**config.mk**
```make
export PLATFORM = sky130hd
export DESIGN_NAME = gpp_port
export DESIGN_NICKNAME = d
export VERILOG_FILES = /design/src/hdl/gpp_pkg.sv /design/src/hdl/gpp_port.sv /design/src/hdl/gpp_pin_detect.sv
export SDC_FILE = /design/constraint.sdc
export NUM_CORES = 1
export LEC_CHECK = 0
export BUFFER_PORTS_ARGS = -buffer_cell sky130_fd_sc_hd__buf_2
export CORE_MARGIN = 2
export CORE_UTILIZATION = 40
export CTS_CLUSTER_DIAMETER = 60
export DETAILED_ROUTE_END_ITERATION = 10
export PLACE_DENSITY_LB_ADDON = 0.2
export SLEW_MARGIN = 20
export SYNTH_ARGS = -nofsm -noshare
export SYNTH_HDL_FRONTEND = slang
export SYNTH_SLANG_ARGS = --single-unit
```
**constraint.sdc**
```tcl
create_clock -name mclk -period 5.8 [get_ports mclk]
set_input_delay 0.87 -clock mclk [delete_from_list [all_inputs] [get_ports mclk]]
set_output_delay 0.87 -clock mclk [all_outputs]
set_load 0.02 [all_outputs]
```
**src/hdl/gpp_pkg.sv**
```systemverilog
// Package with register map, field encodings and reset values of the GPIO port
package gpp_pkg;
  // ****************************************
  // Register byte offsets (one 32-bit word each)
  // ****************************************
  localparam logic [5:0] OFS_SELECT = 6'h00;
  localparam logic [5:0] OFS_DATA = 6'h04;
  localparam logic [5:0] OFS_PIN_WRITE = 6'h08;
  localparam logic [5:0] OFS_DIR_SET = 6'h0C;
  localparam logic [5:0] OFS_INT_TYPE_SET = 6'h10;
  localparam logic [5:0] OFS_PAD_SET = 6'h14;
  localparam logic [5:0] OFS_INT_ENABLE = 6'h18;
  localparam logic [5:0] OFS_INT_DISABLE = 6'h1C;
  localparam logic [5:0] OFS_INT_CLEAR = 6'h20;
  localparam logic [5:0] OFS_INT_STATUS = 6'h24;
  localparam logic [5:0] OFS_PIN_CFG = 6'h28;
  localparam logic [5:0] OFS_DIGITAL_EN = 6'h2C;
  localparam logic [5:0] OFS_PIN_INDEX = 6'h30;

  // ****************************************
  // Field positions and widths
  // ****************************************
  localparam int NUM_PINS = 8;
  localparam int DATA_W = 32;
  localparam int STRENGTH_LSB = 0;
  localparam int PADTYPE_LSB = 4;
  localparam int DIR_LSB = 8;
  localparam int INTTYPE_LSB = 12;
  localparam int FORM_BIT = 0;
  localparam int INDEX_W = 3;

  // ****************************************
  // Encodings
  // ****************************************
  typedef enum logic [1:0] {
    GPP_DRIVE_2MA, GPP_DRIVE_4MA, GPP_DRIVE_8MA, GPP_DRIVE_8MA_SLEW_LIMITED
  } gpp_strength_t;
  typedef enum logic [2:0] {
    GPP_PUSH_PULL_TYPE, GPP_PUSH_PULL_WEAK_PULL_UP, GPP_PUSH_PULL_WEAK_PULL_DOWN,
    GPP_OPEN_DRAIN_TYPE, GPP_OPEN_DRAIN_WEAK_PULL_UP, GPP_OPEN_DRAIN_WEAK_PULL_DOWN,
    GPP_ANALOG_TYPE
  } gpp_padtype_t;
  typedef enum logic [1:0] {
    GPP_DIR_IN, GPP_DIR_OUT, GPP_PERIPHERAL_CONTROLLED_MODE
  } gpp_dir_t;
  typedef enum logic [2:0] {
    GPP_TRIG_FALLING, GPP_TRIG_RISING, GPP_TRIG_BOTH, GPP_TRIG_LOW, GPP_TRIG_HIGH
  } gpp_trig_t;

  // ****************************************
  // Reset values
  // ****************************************
  localparam logic [7:0] RST_BYTE = 8'h00;
  localparam logic [31:0] RST_WORD = 32'h0000_0000;
endpackage

```
**src/hdl/gpp_port.sv**
```systemverilog
// Eight-pin GPIO port with pad configuration, interrupts and Avalon-MM slave
//
// Chosen here: the Avalon-MM slave port and the placing of the registers.
`timescale 1ns/10ps
// What this block does
// - Eight-bit select mask, bit n is pin n
// - Read returns live level of selected pins
// - Unselected and upper read bits are zero
// - Status readable raw or masked by selector
// - Enable unmasks selected pins only
// - Disable masks selected pins only
// - Clear drops pending bits of selected pins
// - Per-pin drive strength, four choices
// - Per-pin pad type, seven choices
// - Pad settings stored even for inputs
// - Pad configuration reads back as written
// - Digital input enable resets off, required
// - Direction: input, output or peripheral
// - Trigger: falling, rising, both, low, high
// - Write changes only selected output and peripheral pins
module gpp_port
  import gpp_pkg::*;
(
  input wire logic mclk,
  input wire logic reset_n,
  input wire logic clk_en,
  input wire logic [5:0] avs_address,
  input wire logic avs_read,
  input wire logic avs_write,
  input wire logic [31:0] avs_writedata,
  input wire logic [3:0] avs_byteenable,
  output logic [31:0] avs_readdata,
  output logic avs_waitrequest,
  output logic [1:0] avs_response,
  input wire logic [7:0] pin_in,
  output logic [7:0] pin_out,
  output logic [7:0] pin_oe_n,
  input wire logic [7:0] periph_out,
  input wire logic [7:0] periph_oe,
  output logic [7:0] periph_in,
  output logic [15:0] drive_strength_setting,
  output logic [23:0] pad_type_setting,
  output logic [7:0] digital_enable,
  output logic irq
);
  logic [7:0] pin_select_mask;
  logic [7:0] out_value;
  logic [7:0] int_unmask;
  logic [7:0] raw_status;
  logic [7:0] clear_req;
  logic [7:0] pin_level;
  logic status_form_select;
  logic [INDEX_W-1:0] single_pin_number;
  gpp_dir_t dir_mode [NUM_PINS];
  gpp_trig_t trig_type [NUM_PINS];
  gpp_strength_t strength [NUM_PINS];
  gpp_padtype_t padtype [NUM_PINS];
  logic ack;
  logic wr;
  logic [7:0] wbyte;
  logic [31:0] next_readdata;
  logic next_err;

  // ****************************************
  // Bus handshake
  // ****************************************
  // One wait cycle per access: request taken, answer the next edge
  assign avs_waitrequest = (avs_read | avs_write) & ~ack;
  assign wr = avs_write & ~ack & clk_en & avs_byteenable[0];
  assign wbyte = avs_writedata[7:0];

  always_ff @(posedge mclk or negedge reset_n) begin
    if (!reset_n) begin
      ack <= 1'b0;
    end else if (clk_en) begin
      ack <= (avs_read | avs_write) & ~ack;
    end
  end

  // ****************************************
  // Pin level and pad drive
  // ****************************************
  // Inputs read as zero while the digital input enable is off
  assign pin_level = pin_in & digital_enable;
  assign periph_in = pin_level;

  always_comb begin
    for (int i = 0; i < NUM_PINS; i++) begin
      pin_out[i] = 1'b0;
      pin_oe_n[i] = 1'b1;
      drive_strength_setting[2*i +: 2] = strength[i];
      pad_type_setting[3*i +: 3] = padtype[i];
      if (padtype[i] != GPP_ANALOG_TYPE && digital_enable[i]) begin
        if (dir_mode[i] == GPP_PERIPHERAL_CONTROLLED_MODE) begin
          pin_out[i] = periph_out[i];
          pin_oe_n[i] = ~periph_oe[i];
        end else if (dir_mode[i] == GPP_DIR_OUT) begin
          pin_out[i] = out_value[i];
          pin_oe_n[i] = 1'b0;
        end
        // Open drain only pulls low, high is left to the pull-up
        if (padtype[i] inside {GPP_OPEN_DRAIN_TYPE, GPP_OPEN_DRAIN_WEAK_PULL_UP,
                               GPP_OPEN_DRAIN_WEAK_PULL_DOWN}) begin
          pin_oe_n[i] = pin_oe_n[i] | pin_out[i];
          pin_out[i] = 1'b0;
        end
      end
    end
  end

  // ****************************************
  // Selection and control registers
  // ****************************************
  always_ff @(posedge mclk or negedge reset_n) begin
    if (!reset_n) begin
      pin_select_mask <= RST_BYTE;
      status_form_select <= 1'b0;
      single_pin_number <= '0;
    end else if (wr) begin
      if (avs_address == OFS_SELECT) begin
        pin_select_mask <= wbyte;
      end else if (avs_address == OFS_INT_STATUS) begin
        status_form_select <= avs_writedata[FORM_BIT];
      end else if (avs_address == OFS_PIN_INDEX) begin
        single_pin_number <= avs_writedata[INDEX_W-1:0];
      end
    end
  end

  // Output latch; writes to pins set as inputs are dropped, other selected pins take the bit
  always_ff @(posedge mclk or negedge reset_n) begin
    if (!reset_n) begin
      out_value <= RST_BYTE;
    end else if (wr && avs_address == OFS_PIN_WRITE) begin
      for (int i = 0; i < NUM_PINS; i++) begin
        if (pin_select_mask[i] && dir_mode[i] != GPP_DIR_IN) begin
          out_value[i] <= wbyte[i];
        end
      end
    end
  end

  // Per-pin direction, trigger and pad settings, applied to selected pins
  always_ff @(posedge mclk or negedge reset_n) begin
    if (!reset_n) begin
      for (int i = 0; i < NUM_PINS; i++) begin
        dir_mode[i] <= GPP_DIR_IN;
        trig_type[i] <= GPP_TRIG_FALLING;
        strength[i] <= GPP_DRIVE_2MA;
        padtype[i] <= GPP_PUSH_PULL_TYPE;
      end
    end else if (wr) begin
      for (int i = 0; i < NUM_PINS; i++) begin
        if (pin_select_mask[i]) begin
          if (avs_address == OFS_DIR_SET && avs_writedata[1:0] != 2'h3) begin
            dir_mode[i] <= gpp_dir_t'(avs_writedata[1:0]);
          end else if (avs_address == OFS_INT_TYPE_SET && avs_writedata[2:0] <= 3'h4) begin
            trig_type[i] <= gpp_trig_t'(avs_writedata[2:0]);
          end else if (avs_address == OFS_PAD_SET && avs_writedata[6:4] != 3'h7) begin
            strength[i] <= gpp_strength_t'(avs_writedata[STRENGTH_LSB +: 2]);
            padtype[i] <= gpp_padtype_t'(avs_writedata[PADTYPE_LSB +: 3]);
          end
        end
      end
    end
  end

  // Digital enable defaults off so pads come up isolated
  always_ff @(posedge mclk or negedge reset_n) begin
    if (!reset_n) begin
      digital_enable <= RST_BYTE;
    end else if (wr && avs_address == OFS_DIGITAL_EN) begin
      digital_enable <= wbyte;
    end
  end

  // ****************************************
  // Interrupts
  // ****************************************
  always_ff @(posedge mclk or negedge reset_n) begin
    if (!reset_n) begin
      int_unmask <= RST_BYTE;
    end else if (wr && avs_address == OFS_INT_ENABLE) begin
      int_unmask <= int_unmask | (wbyte & pin_select_mask);
    end else if (wr && avs_address == OFS_INT_DISABLE) begin
      int_unmask <= int_unmask & ~(wbyte & pin_select_mask);
    end
  end

  // Clear takes effect on selected pins; write-one-to-clear on the status word too
  always_comb begin
    clear_req = 8'h00;
    if (wr && avs_address == OFS_INT_CLEAR) begin
      clear_req = wbyte & pin_select_mask;
    end else if (wr && avs_address == OFS_INT_STATUS) begin
      clear_req = avs_writedata[15:8];
    end
  end

  for (genvar g = 0; g < NUM_PINS; g++) begin : g_det
    gpp_pin_detect u_det (
      .mclk(mclk),
      .reset_n(reset_n),
      .clk_en(clk_en),
      .pin_level(pin_level[g]),
      .trig_type(trig_type[g]),
      .clear_req(clear_req[g]),
      .raw_status(raw_status[g])
    );
  end

  // Level output; source stays visible until a clear lands
  assign irq = |(raw_status & int_unmask);

  // ****************************************
  // Read mux
  // ****************************************
  always_comb begin
    next_readdata = RST_WORD;
    next_err = 1'b0;
    if (avs_address == OFS_SELECT) begin
      next_readdata[7:0] = pin_select_mask;
    end else if (avs_address == OFS_DATA) begin
      next_readdata[7:0] = pin_level & pin_select_mask;
    end else if (avs_address == OFS_PIN_WRITE) begin
      next_readdata[7:0] = out_value;
    end else if (avs_address == OFS_INT_ENABLE) begin
      next_readdata[7:0] = int_unmask;
    end else if (avs_address == OFS_INT_STATUS) begin
      next_readdata[7:0] = status_form_select ? (raw_status & int_unmask) : raw_status;
    end else if (avs_address == OFS_PIN_CFG) begin
      next_readdata[STRENGTH_LSB +: 2] = strength[single_pin_number];
      next_readdata[PADTYPE_LSB +: 3] = padtype[single_pin_number];
      next_readdata[DIR_LSB +: 2] = dir_mode[single_pin_number];
      next_readdata[INTTYPE_LSB +: 3] = trig_type[single_pin_number];
    end else if (avs_address == OFS_DIGITAL_EN) begin
      next_readdata[7:0] = digital_enable;
    end else if (avs_address == OFS_PIN_INDEX) begin
      next_readdata[INDEX_W-1:0] = single_pin_number;
    end else if (!(avs_address inside {OFS_DIR_SET, OFS_INT_TYPE_SET, OFS_PAD_SET,
                                         OFS_INT_DISABLE, OFS_INT_CLEAR})) begin
      next_err = 1'b1;
    end
  end

  // Read data and response registered at the taking edge
  always_ff @(posedge mclk or negedge reset_n) begin
    if (!reset_n) begin
      avs_readdata <= RST_WORD;
      avs_response <= 2'b00;
    end else if (clk_en && (avs_read | avs_write) && !ack) begin
      avs_readdata <= avs_read ? next_readdata : RST_WORD;
      avs_response <= next_err ? 2'b11 : 2'b00;
    end
  end
endmodule

```
**src/hdl/gpp_pin_detect.sv**
```systemverilog
// Per-pin trigger detector and sticky raw interrupt status bit
`timescale 1ns/10ps
module gpp_pin_detect
  import gpp_pkg::*;
(
  input wire logic mclk,
  input wire logic reset_n,
  input wire logic clk_en,
  input wire logic pin_level,
  input wire gpp_trig_t trig_type,
  input wire logic clear_req,
  output logic raw_status
);
  logic prev_level;
  logic hit;

  // Previous level for edge detection
  always_ff @(posedge mclk or negedge reset_n) begin
    if (!reset_n) begin
      prev_level <= 1'b0;
    end else if (clk_en) begin
      prev_level <= pin_level;
    end
  end

  // Trigger decode, one of five types
  always_comb begin
    case (trig_type)
      GPP_TRIG_FALLING: hit = prev_level & ~pin_level;
      GPP_TRIG_RISING: hit = ~prev_level & pin_level;
      GPP_TRIG_BOTH: hit = prev_level ^ pin_level;
      GPP_TRIG_LOW: hit = ~pin_level;
      GPP_TRIG_HIGH: hit = pin_level;
      default: hit = 1'b0;
    endcase
  end

  // Sticky status; a new trigger wins over a clear in the same cycle
  always_ff @(posedge mclk or negedge reset_n) begin
    if (!reset_n) begin
      raw_status <= 1'b0;
    end else if (clk_en) begin
      if (hit) begin
        raw_status <= 1'b1;
      end else if (clear_req) begin
        raw_status <= 1'b0;
      end
    end
  end
endmodule

```
# ---- Word level (Yosys, flattened, before mapping)
# Cells that the tools add are included.
dict set report word_totals {
  reg_bits 167
  latchBits 0
  ram_bits 0
  romBits 0
  output_inout_bits 108
  wordCells 497
  memories 0
}
dict set report classes {
  n_addsub 0
  mul 0
  div_mod_pow 0
  n_lt_le_gt_ge 2
  eq_ne 94
  n_shift 0
  muxes 156
  bitwise_logic 74
  n_reduce_logical 107
}
# op count
set op_table {}
lappend op_table {{two-way mux 1 bit} 106}
lappend op_table {{two-way mux 8 bit} 10}
lappend op_table {{== test 3 x 2 -> 1 bit, second input constant} 24}
lappend op_table {{== test 3 bit, second input constant} 24}
lappend op_table {{bitwise AND 8 bit} 5}
lappend op_table {{one-hot mux 1 bit (5 select lines)} 8}
lappend op_table {{AND reduction 5 bit} 8}
lappend op_table {{two-way mux 3 bit} 13}
lappend op_table {{AND reduction 4 bit} 9}
lappend op_table {{AND reduction 2 bit} 17}
lappend op_table {{nonzero test 2 bit} 17}
lappend op_table {{== test 6 bit, second input constant} 5}
lappend op_table {{inverter 1 bit} 29}
lappend op_table {{logical AND 1 bit} 27}
lappend op_table {{!= test 3 bit, second input constant} 9}
lappend op_table {{AND reduction 3 bit} 9}
lappend op_table {{two-way mux 2 bit} 13}
lappend op_table {{== test 3 x 1 -> 1 bit, second input constant} 8}
lappend op_table {{== test 6 x 5 -> 1 bit, second input constant} 4}
lappend op_table {{zero test 3 bit} 8}
lappend op_table {{nonzero test 3 bit} 8}
lappend op_table {{bitwise AND 1 bit} 20}
lappend op_table {{binary-select mux 3 bit (select 3 bit)} 2}
lappend op_table {{== test 2 x 1 -> 1 bit, second input constant} 8}
lappend op_table {{other kinds (18)} 42}

# ---- Logic depth before layout (Yosys ltp)
dict set report logic_depth {
  depth_word 12
  depth_mapped 8
  ltp_nobuf 8
}

# ---- Hierarchy
# From an unflattened synthesis, not the netlist that was laid out.
dict set report hier_totals {
  hier_cells 804
  hier_area_um2 8584.5
}
# module n_inst cells_each area_per_inst_um2 seq_area_each_um2
set modules_own_cells {}
lappend modules_own_cells {gpp_port 1 660 7243.2 3278.1}
lappend modules_own_cells {gpp_pin_detect 8 18 167.7 50.0}

# ---- Worst setup path before layout
# Ideal clock, no wire load.
dict set report synth_timing {
  path_type {input-to-reg}
  startpoint {in avs_address[3]}
  endpoint {reg padtype (netlist bit pad_type_setting[12])}
  setup_time_ns 0.125
  arrival_time_ns 2.287
  path_slack_ns 3.388
  cell_stages 5
  cell_sequence {buf_6 -> nor4b_4 -> nand3_4 -> nor2_4 -> mux2_2}
}
dict set report synth_between {
  elab_chain_len 4
  elab_cells_between_ends 9
}
# element line_no
set synth_rtl {}
lappend synth_rtl {{start, declared} gpp_port.sv:27} ;# input wire logic [5:0] avs_address,
lappend synth_rtl {{== test 6 x 5 -> 1 bit / == test 6 x 4 -> 1 bit (equally long branches)} {gpp_port.sv:157, gpp_port.sv:155}}
lappend synth_rtl {{logical AND 1 bit, on equally long branches} {gpp_port.sv:157, gpp_port.sv:155}}
lappend synth_rtl {{inverter 1 bit (no line)} --}
lappend synth_rtl {{AND reduction 5 bit (no line) *} --}
lappend synth_rtl {{end signal, assigned by index} gpp_port.sv:161} ;# padtype[i] <= gpp_padtype_t'(avs_writedata[PADTYPE_LSB +: 3]);
lappend synth_rtl {{end, declared} gpp_port.sv:57} ;# gpp_padtype_t padtype [NUM_PINS];
# Mark *: on every way between the ends. The rest lies on a longest branch, timed or not.
# A chain may end at the register's enable or synchronous reset.

# ---- Worst setup path in the final report
dict set report layout_timing {
  startpoint {in clk_en}
  endpoint {reg g_det[7].u_det.raw_status}
}
dict set report layout_between {
  elab_chain_len 7
  elab_cells_between_ends 8
}
# element line_no
set layout_rtl {}
lappend layout_rtl {{start, declared} gpp_port.sv:26} ;# input wire logic clk_en,
lappend layout_rtl {{bitwise AND 1 bit (2 in a row)} gpp_port.sv:69} ;# assign wr = avs_write & ~ack & clk_en & avs_byteenable[0];
lappend layout_rtl {{logical AND 1 bit} gpp_port.sv:195} ;# end else if (wr && avs_address == OFS_INT_STATUS) begin
lappend layout_rtl {{two-way mux 8 bit} gpp_port.sv:195}
lappend layout_rtl {{two-way mux 8 bit} gpp_port.sv:193} ;# if (wr && avs_address == OFS_INT_CLEAR) begin
lappend layout_rtl {{nonzero test 2 bit (no line)} --}
lappend layout_rtl {{AND reduction 2 bit (no line) *} --}
lappend layout_rtl {{end signal, assigned} gpp_pin_detect.sv:41} ;# raw_status <= 1'b0;
lappend layout_rtl {{end signal, assigned} gpp_pin_detect.sv:44} ;# raw_status <= 1'b1;
lappend layout_rtl {{end signal, assigned} gpp_pin_detect.sv:46} ;# raw_status <= 1'b0;
lappend layout_rtl {{end, declared} gpp_pin_detect.sv:12} ;# output logic raw_status
# Marks and branches as above.

==> summary.md <==
| Metric | Value |
|---|---|
| Yosys reg bits | `147` |
| Initial Utilization | `40.89%` |
| Vias in the first global route | `6571` |
| Startpoint Class | `input port` |
| Worst vdd ir | `211.7 uV` |
| Count of final max-slew check failures | `0` |
| Seq/Total Area, Yosys | `around 43%` |
| Most frequent cells in the layout | `dfrtp_1, buf_2, mux2_2` |
| Mean Syn Cell Area | `11.31 um2` |
| Num ports | `approximately 180` |
| Worst min path class | `reg2reg` |
| IO Port Bufs | `140` |
| CTS Buffer Depth | `2` |
| CP max FO | `27` |
| # Post-CTS Setup Buffers | `0` |
| Post-synth cell types | `61` |
| First-pass GRT wire length | `40.41 mm` |
| Final hold vios | `0` |
| Fin crit share | `50.94%` |
| Share of the synthesized area in the top cell type | `a little over two fifths` |
| Synth-to-Final Area Change | `15.81%` |
| DR pass1 iterations | `5` |
| PD cells | `244.9 nW/um2` |
| Htree depth | `4` |
| ANT cells | `0` |
| Detailed-route wire length | `26.47 mm` |
| GRT Max-Usage Layer | `met2` |
| Height of the die | `around 150 um` |
| Non-Filler Instances | `1171` |
| Outcome | `complete, no violations` |
| Rows | `53` |
| Iteration-0 DRC count of the detailed router | `654` |
| MaxCap Viol Count | `0` |
| Routed vias/inst | `about 5.8` |
| RSZ-0062 raised after global routing | `false` |
| GRT met2 Usage | `a little under two fifths` |
| Yosys Warn Count | `0` |
| Worst slew pin tran | `between 1 and 1.5 ns` |
| Clock Latency Late Sink | `0.43 ns` |
| Cts bufs inserted | `17` |
| CP max-delay cell | `and3_1` |
| Hold buffers post-CTS | `0` |
| Met3 usage | `4.217%` |
| Setup_tns | `0 ns` |
| Async set or reset register ratio after synthesis | `between 90% and 100%` |
| RD Place Congestion | `approximately 0.94` |
| Root Driver | `clkbuf_16` |
| Core area | `21150 um2` |
| Req. time, crit path | `6.11 ns` |
| DRT antenna net count | `0` |
| Buf/Inv on CP | `1` |
| Share of layout cells above drive strength 1 | `38.50%` |
| Cell taking the most area after synthesis | `dfrtp_1` |
| Clock-pin slew on the worst setup and hold paths | `0.06 ns` |
| Grt met1 use | `34.80%` |
| Synthesized area | `8651 um2` |
| Layout Nets | `970` |
| Die W | `151.1 um` |
| Fmax | `338.5 MHz` |
| Data arrival, critical path | `3.27 ns` |
| Leak pwr | `4.816 nW` |
| Post-placement cell count | `1139` |
| Vias | `around 7000` |
| Critical Path Sink Type | `flop` |
| CP peak stage delay | `0.69 ns` |
| # setup viols final | `0` |
| Top cells by area, synth | `dfrtp_1, mux2_2, mux4_2` |
| CTS tree | `done` |
| Placed wire-length estimate | `19.25 mm` |
| Critical-path cell list | `buf_2 > and2b_1 > and3_1 > nand3_1 > or2_2 > a32o_1` |
| Die area | `approximately 23000 um2` |
| Post-synth EDFFs | `0` |
| Cell family with most CP delay | `simple AND/OR/NAND/NOR gates` |
| All-Layer GR Usage | `24.05%` |
| Skew final | `approximately 0.0076 ns` |
| TritonCTS sink count | `147` |
| Cells after Synth | `765` |
| Pin count of the biggest net entering global routing | `94` |
| Crit path kind | `in2reg` |
| Top FF cell, synth | `dfrtp_1` |
| Tmin final | `a little under 3 ns` |
| Filler Cell Count | `1981` |
| Drt wl/cell | `22.60 um` |
| Residual DRC | `0` |
| Antenna violations before repair | `0` |
| Commonest non-fill, non-tap cell in the layout | `dfrtp_1` |
| CTS resizes | `0` |
| Rel. slew slack | `32.85%` |
| Remaining global-route overflow | `0` |
## synthesized netlist by cell type (8+ instances only)
cell type	instances
dfrtp_1	147
mux2_2	111
nand2_1	75
o21ai_0	68
buf_4	31
mux4_2	28
inv_1	27
and3_1	21
nor2b_1	21
nand3_1	20
nor2_1	18
clkbuf_1	17
ha_1	16
a21oi_1	13
a22o_1	9
buf_2	9
nor2_4	9
xor2_1	9
mux2i_1	8
nor3_1	8
o211ai_1	8
## routing by layer
metal	part of all wire, %	up-vias	wire length (um)
met1	46	3480	12120
met4	1.5	0	393
li1	-	3021	-
met3	6.0	28	1597
met2	47	274	12360
met5	0	-	0
## where the power goes
| part | leakage [nW] | internal, mW | switching (mW) |
|---|---|---|---|
| sequential | 2.02 | 1.05 | 0.0390 |
| combinational | 2.50 | 0.0592 | 0.132 |
| clock | 0.298 | 0.716 | 0.455 |
## worst reg2reg max path: cells and delay by family, from the launching register on
family           cells  cell delay (ns)
flip-flops           1             1.01
AO/OA/AOI/OAI        2             0.80
multiplexers         1             0.41
AND/OR/NAND/NOR      2             0.24
## metrics by stage
stage          hold slack, ns  worst slack [ns]  utilization (%)  cell area (um2)  power (mW)
6_report               0.4742             2.846            47.36            10020       2.454
5_1_grt                0.5114             2.652            47.36            10020       2.539
4_1_cts                0.4819             2.867            47.36            10020       2.463
3_5_place_dp           0.4676             2.426            44.43             9399       1.301
3_3_place_gp           0.4603             2.441            44.43             9399       1.301
2_1_floorplan          0.4865             3.388                -             8718       1.212
## kinds of logic (layout without fill, tap and decap cells)
group           Yosys count  after routing  share of synthesized area [%]
flops                   147            147                          42.52
other cells               1             19                        0.04335
compound gates          149            149                          11.96
mux                     153            153                          23.71
xor+xnor                  9              9                         0.9112
fa+ha+maj                16             16                          2.314
buf+inv                  91            204                          5.887
simple gates            199            199                          12.66
## registers in the layout, summed over array words and instances (netlist names), named ones only
register and flops:
g_det.u_det.prev_level 8, digital_enable 8, avs_readdata 13, pin_select_mask 8, status_form_select 1, g_det.u_det.raw_status 8
dir_mode 16, single_pin_number 3, trig_type 24, ack 1, pad_type_setting 24, out_value 8
drive_strength_setting 16, avs_response 1
## area by class of cell
cell class                 instances  area [um2]  area share [%]
clock inverter                    10       145.1           1.449
tap                              275       344.1           3.434
inverter                          27       101.3           1.012
timing repair buffer             145       744.5           7.431
sequential                       147        3679           36.72
multi-input combinational        545        4531           45.22
clock buffer                      22       474.2           4.733
## final timing paths
kind | end | cells after the start | slack (ns) | startpoint
setup reg to reg | avs_readdata[1] | 5 | 3.23 | single_pin_number[2]
hold / removal | avs_readdata[12] | 2 | 0.47 | avs_readdata[12]
min in group asynchronous | trig_type[1] | 1 | 0.54 | reset_n
setup / recovery | g_det[7].u_det.raw_status | 6 | 2.85 | clk_en
max in group asynchronous | dir_mode[6] | 2 | 4.02 | reset_n
hold reg to reg | avs_readdata[12] | 2 | 0.47 | avs_readdata[12]
Note: power is estimated with default switching activity, not from simulation.
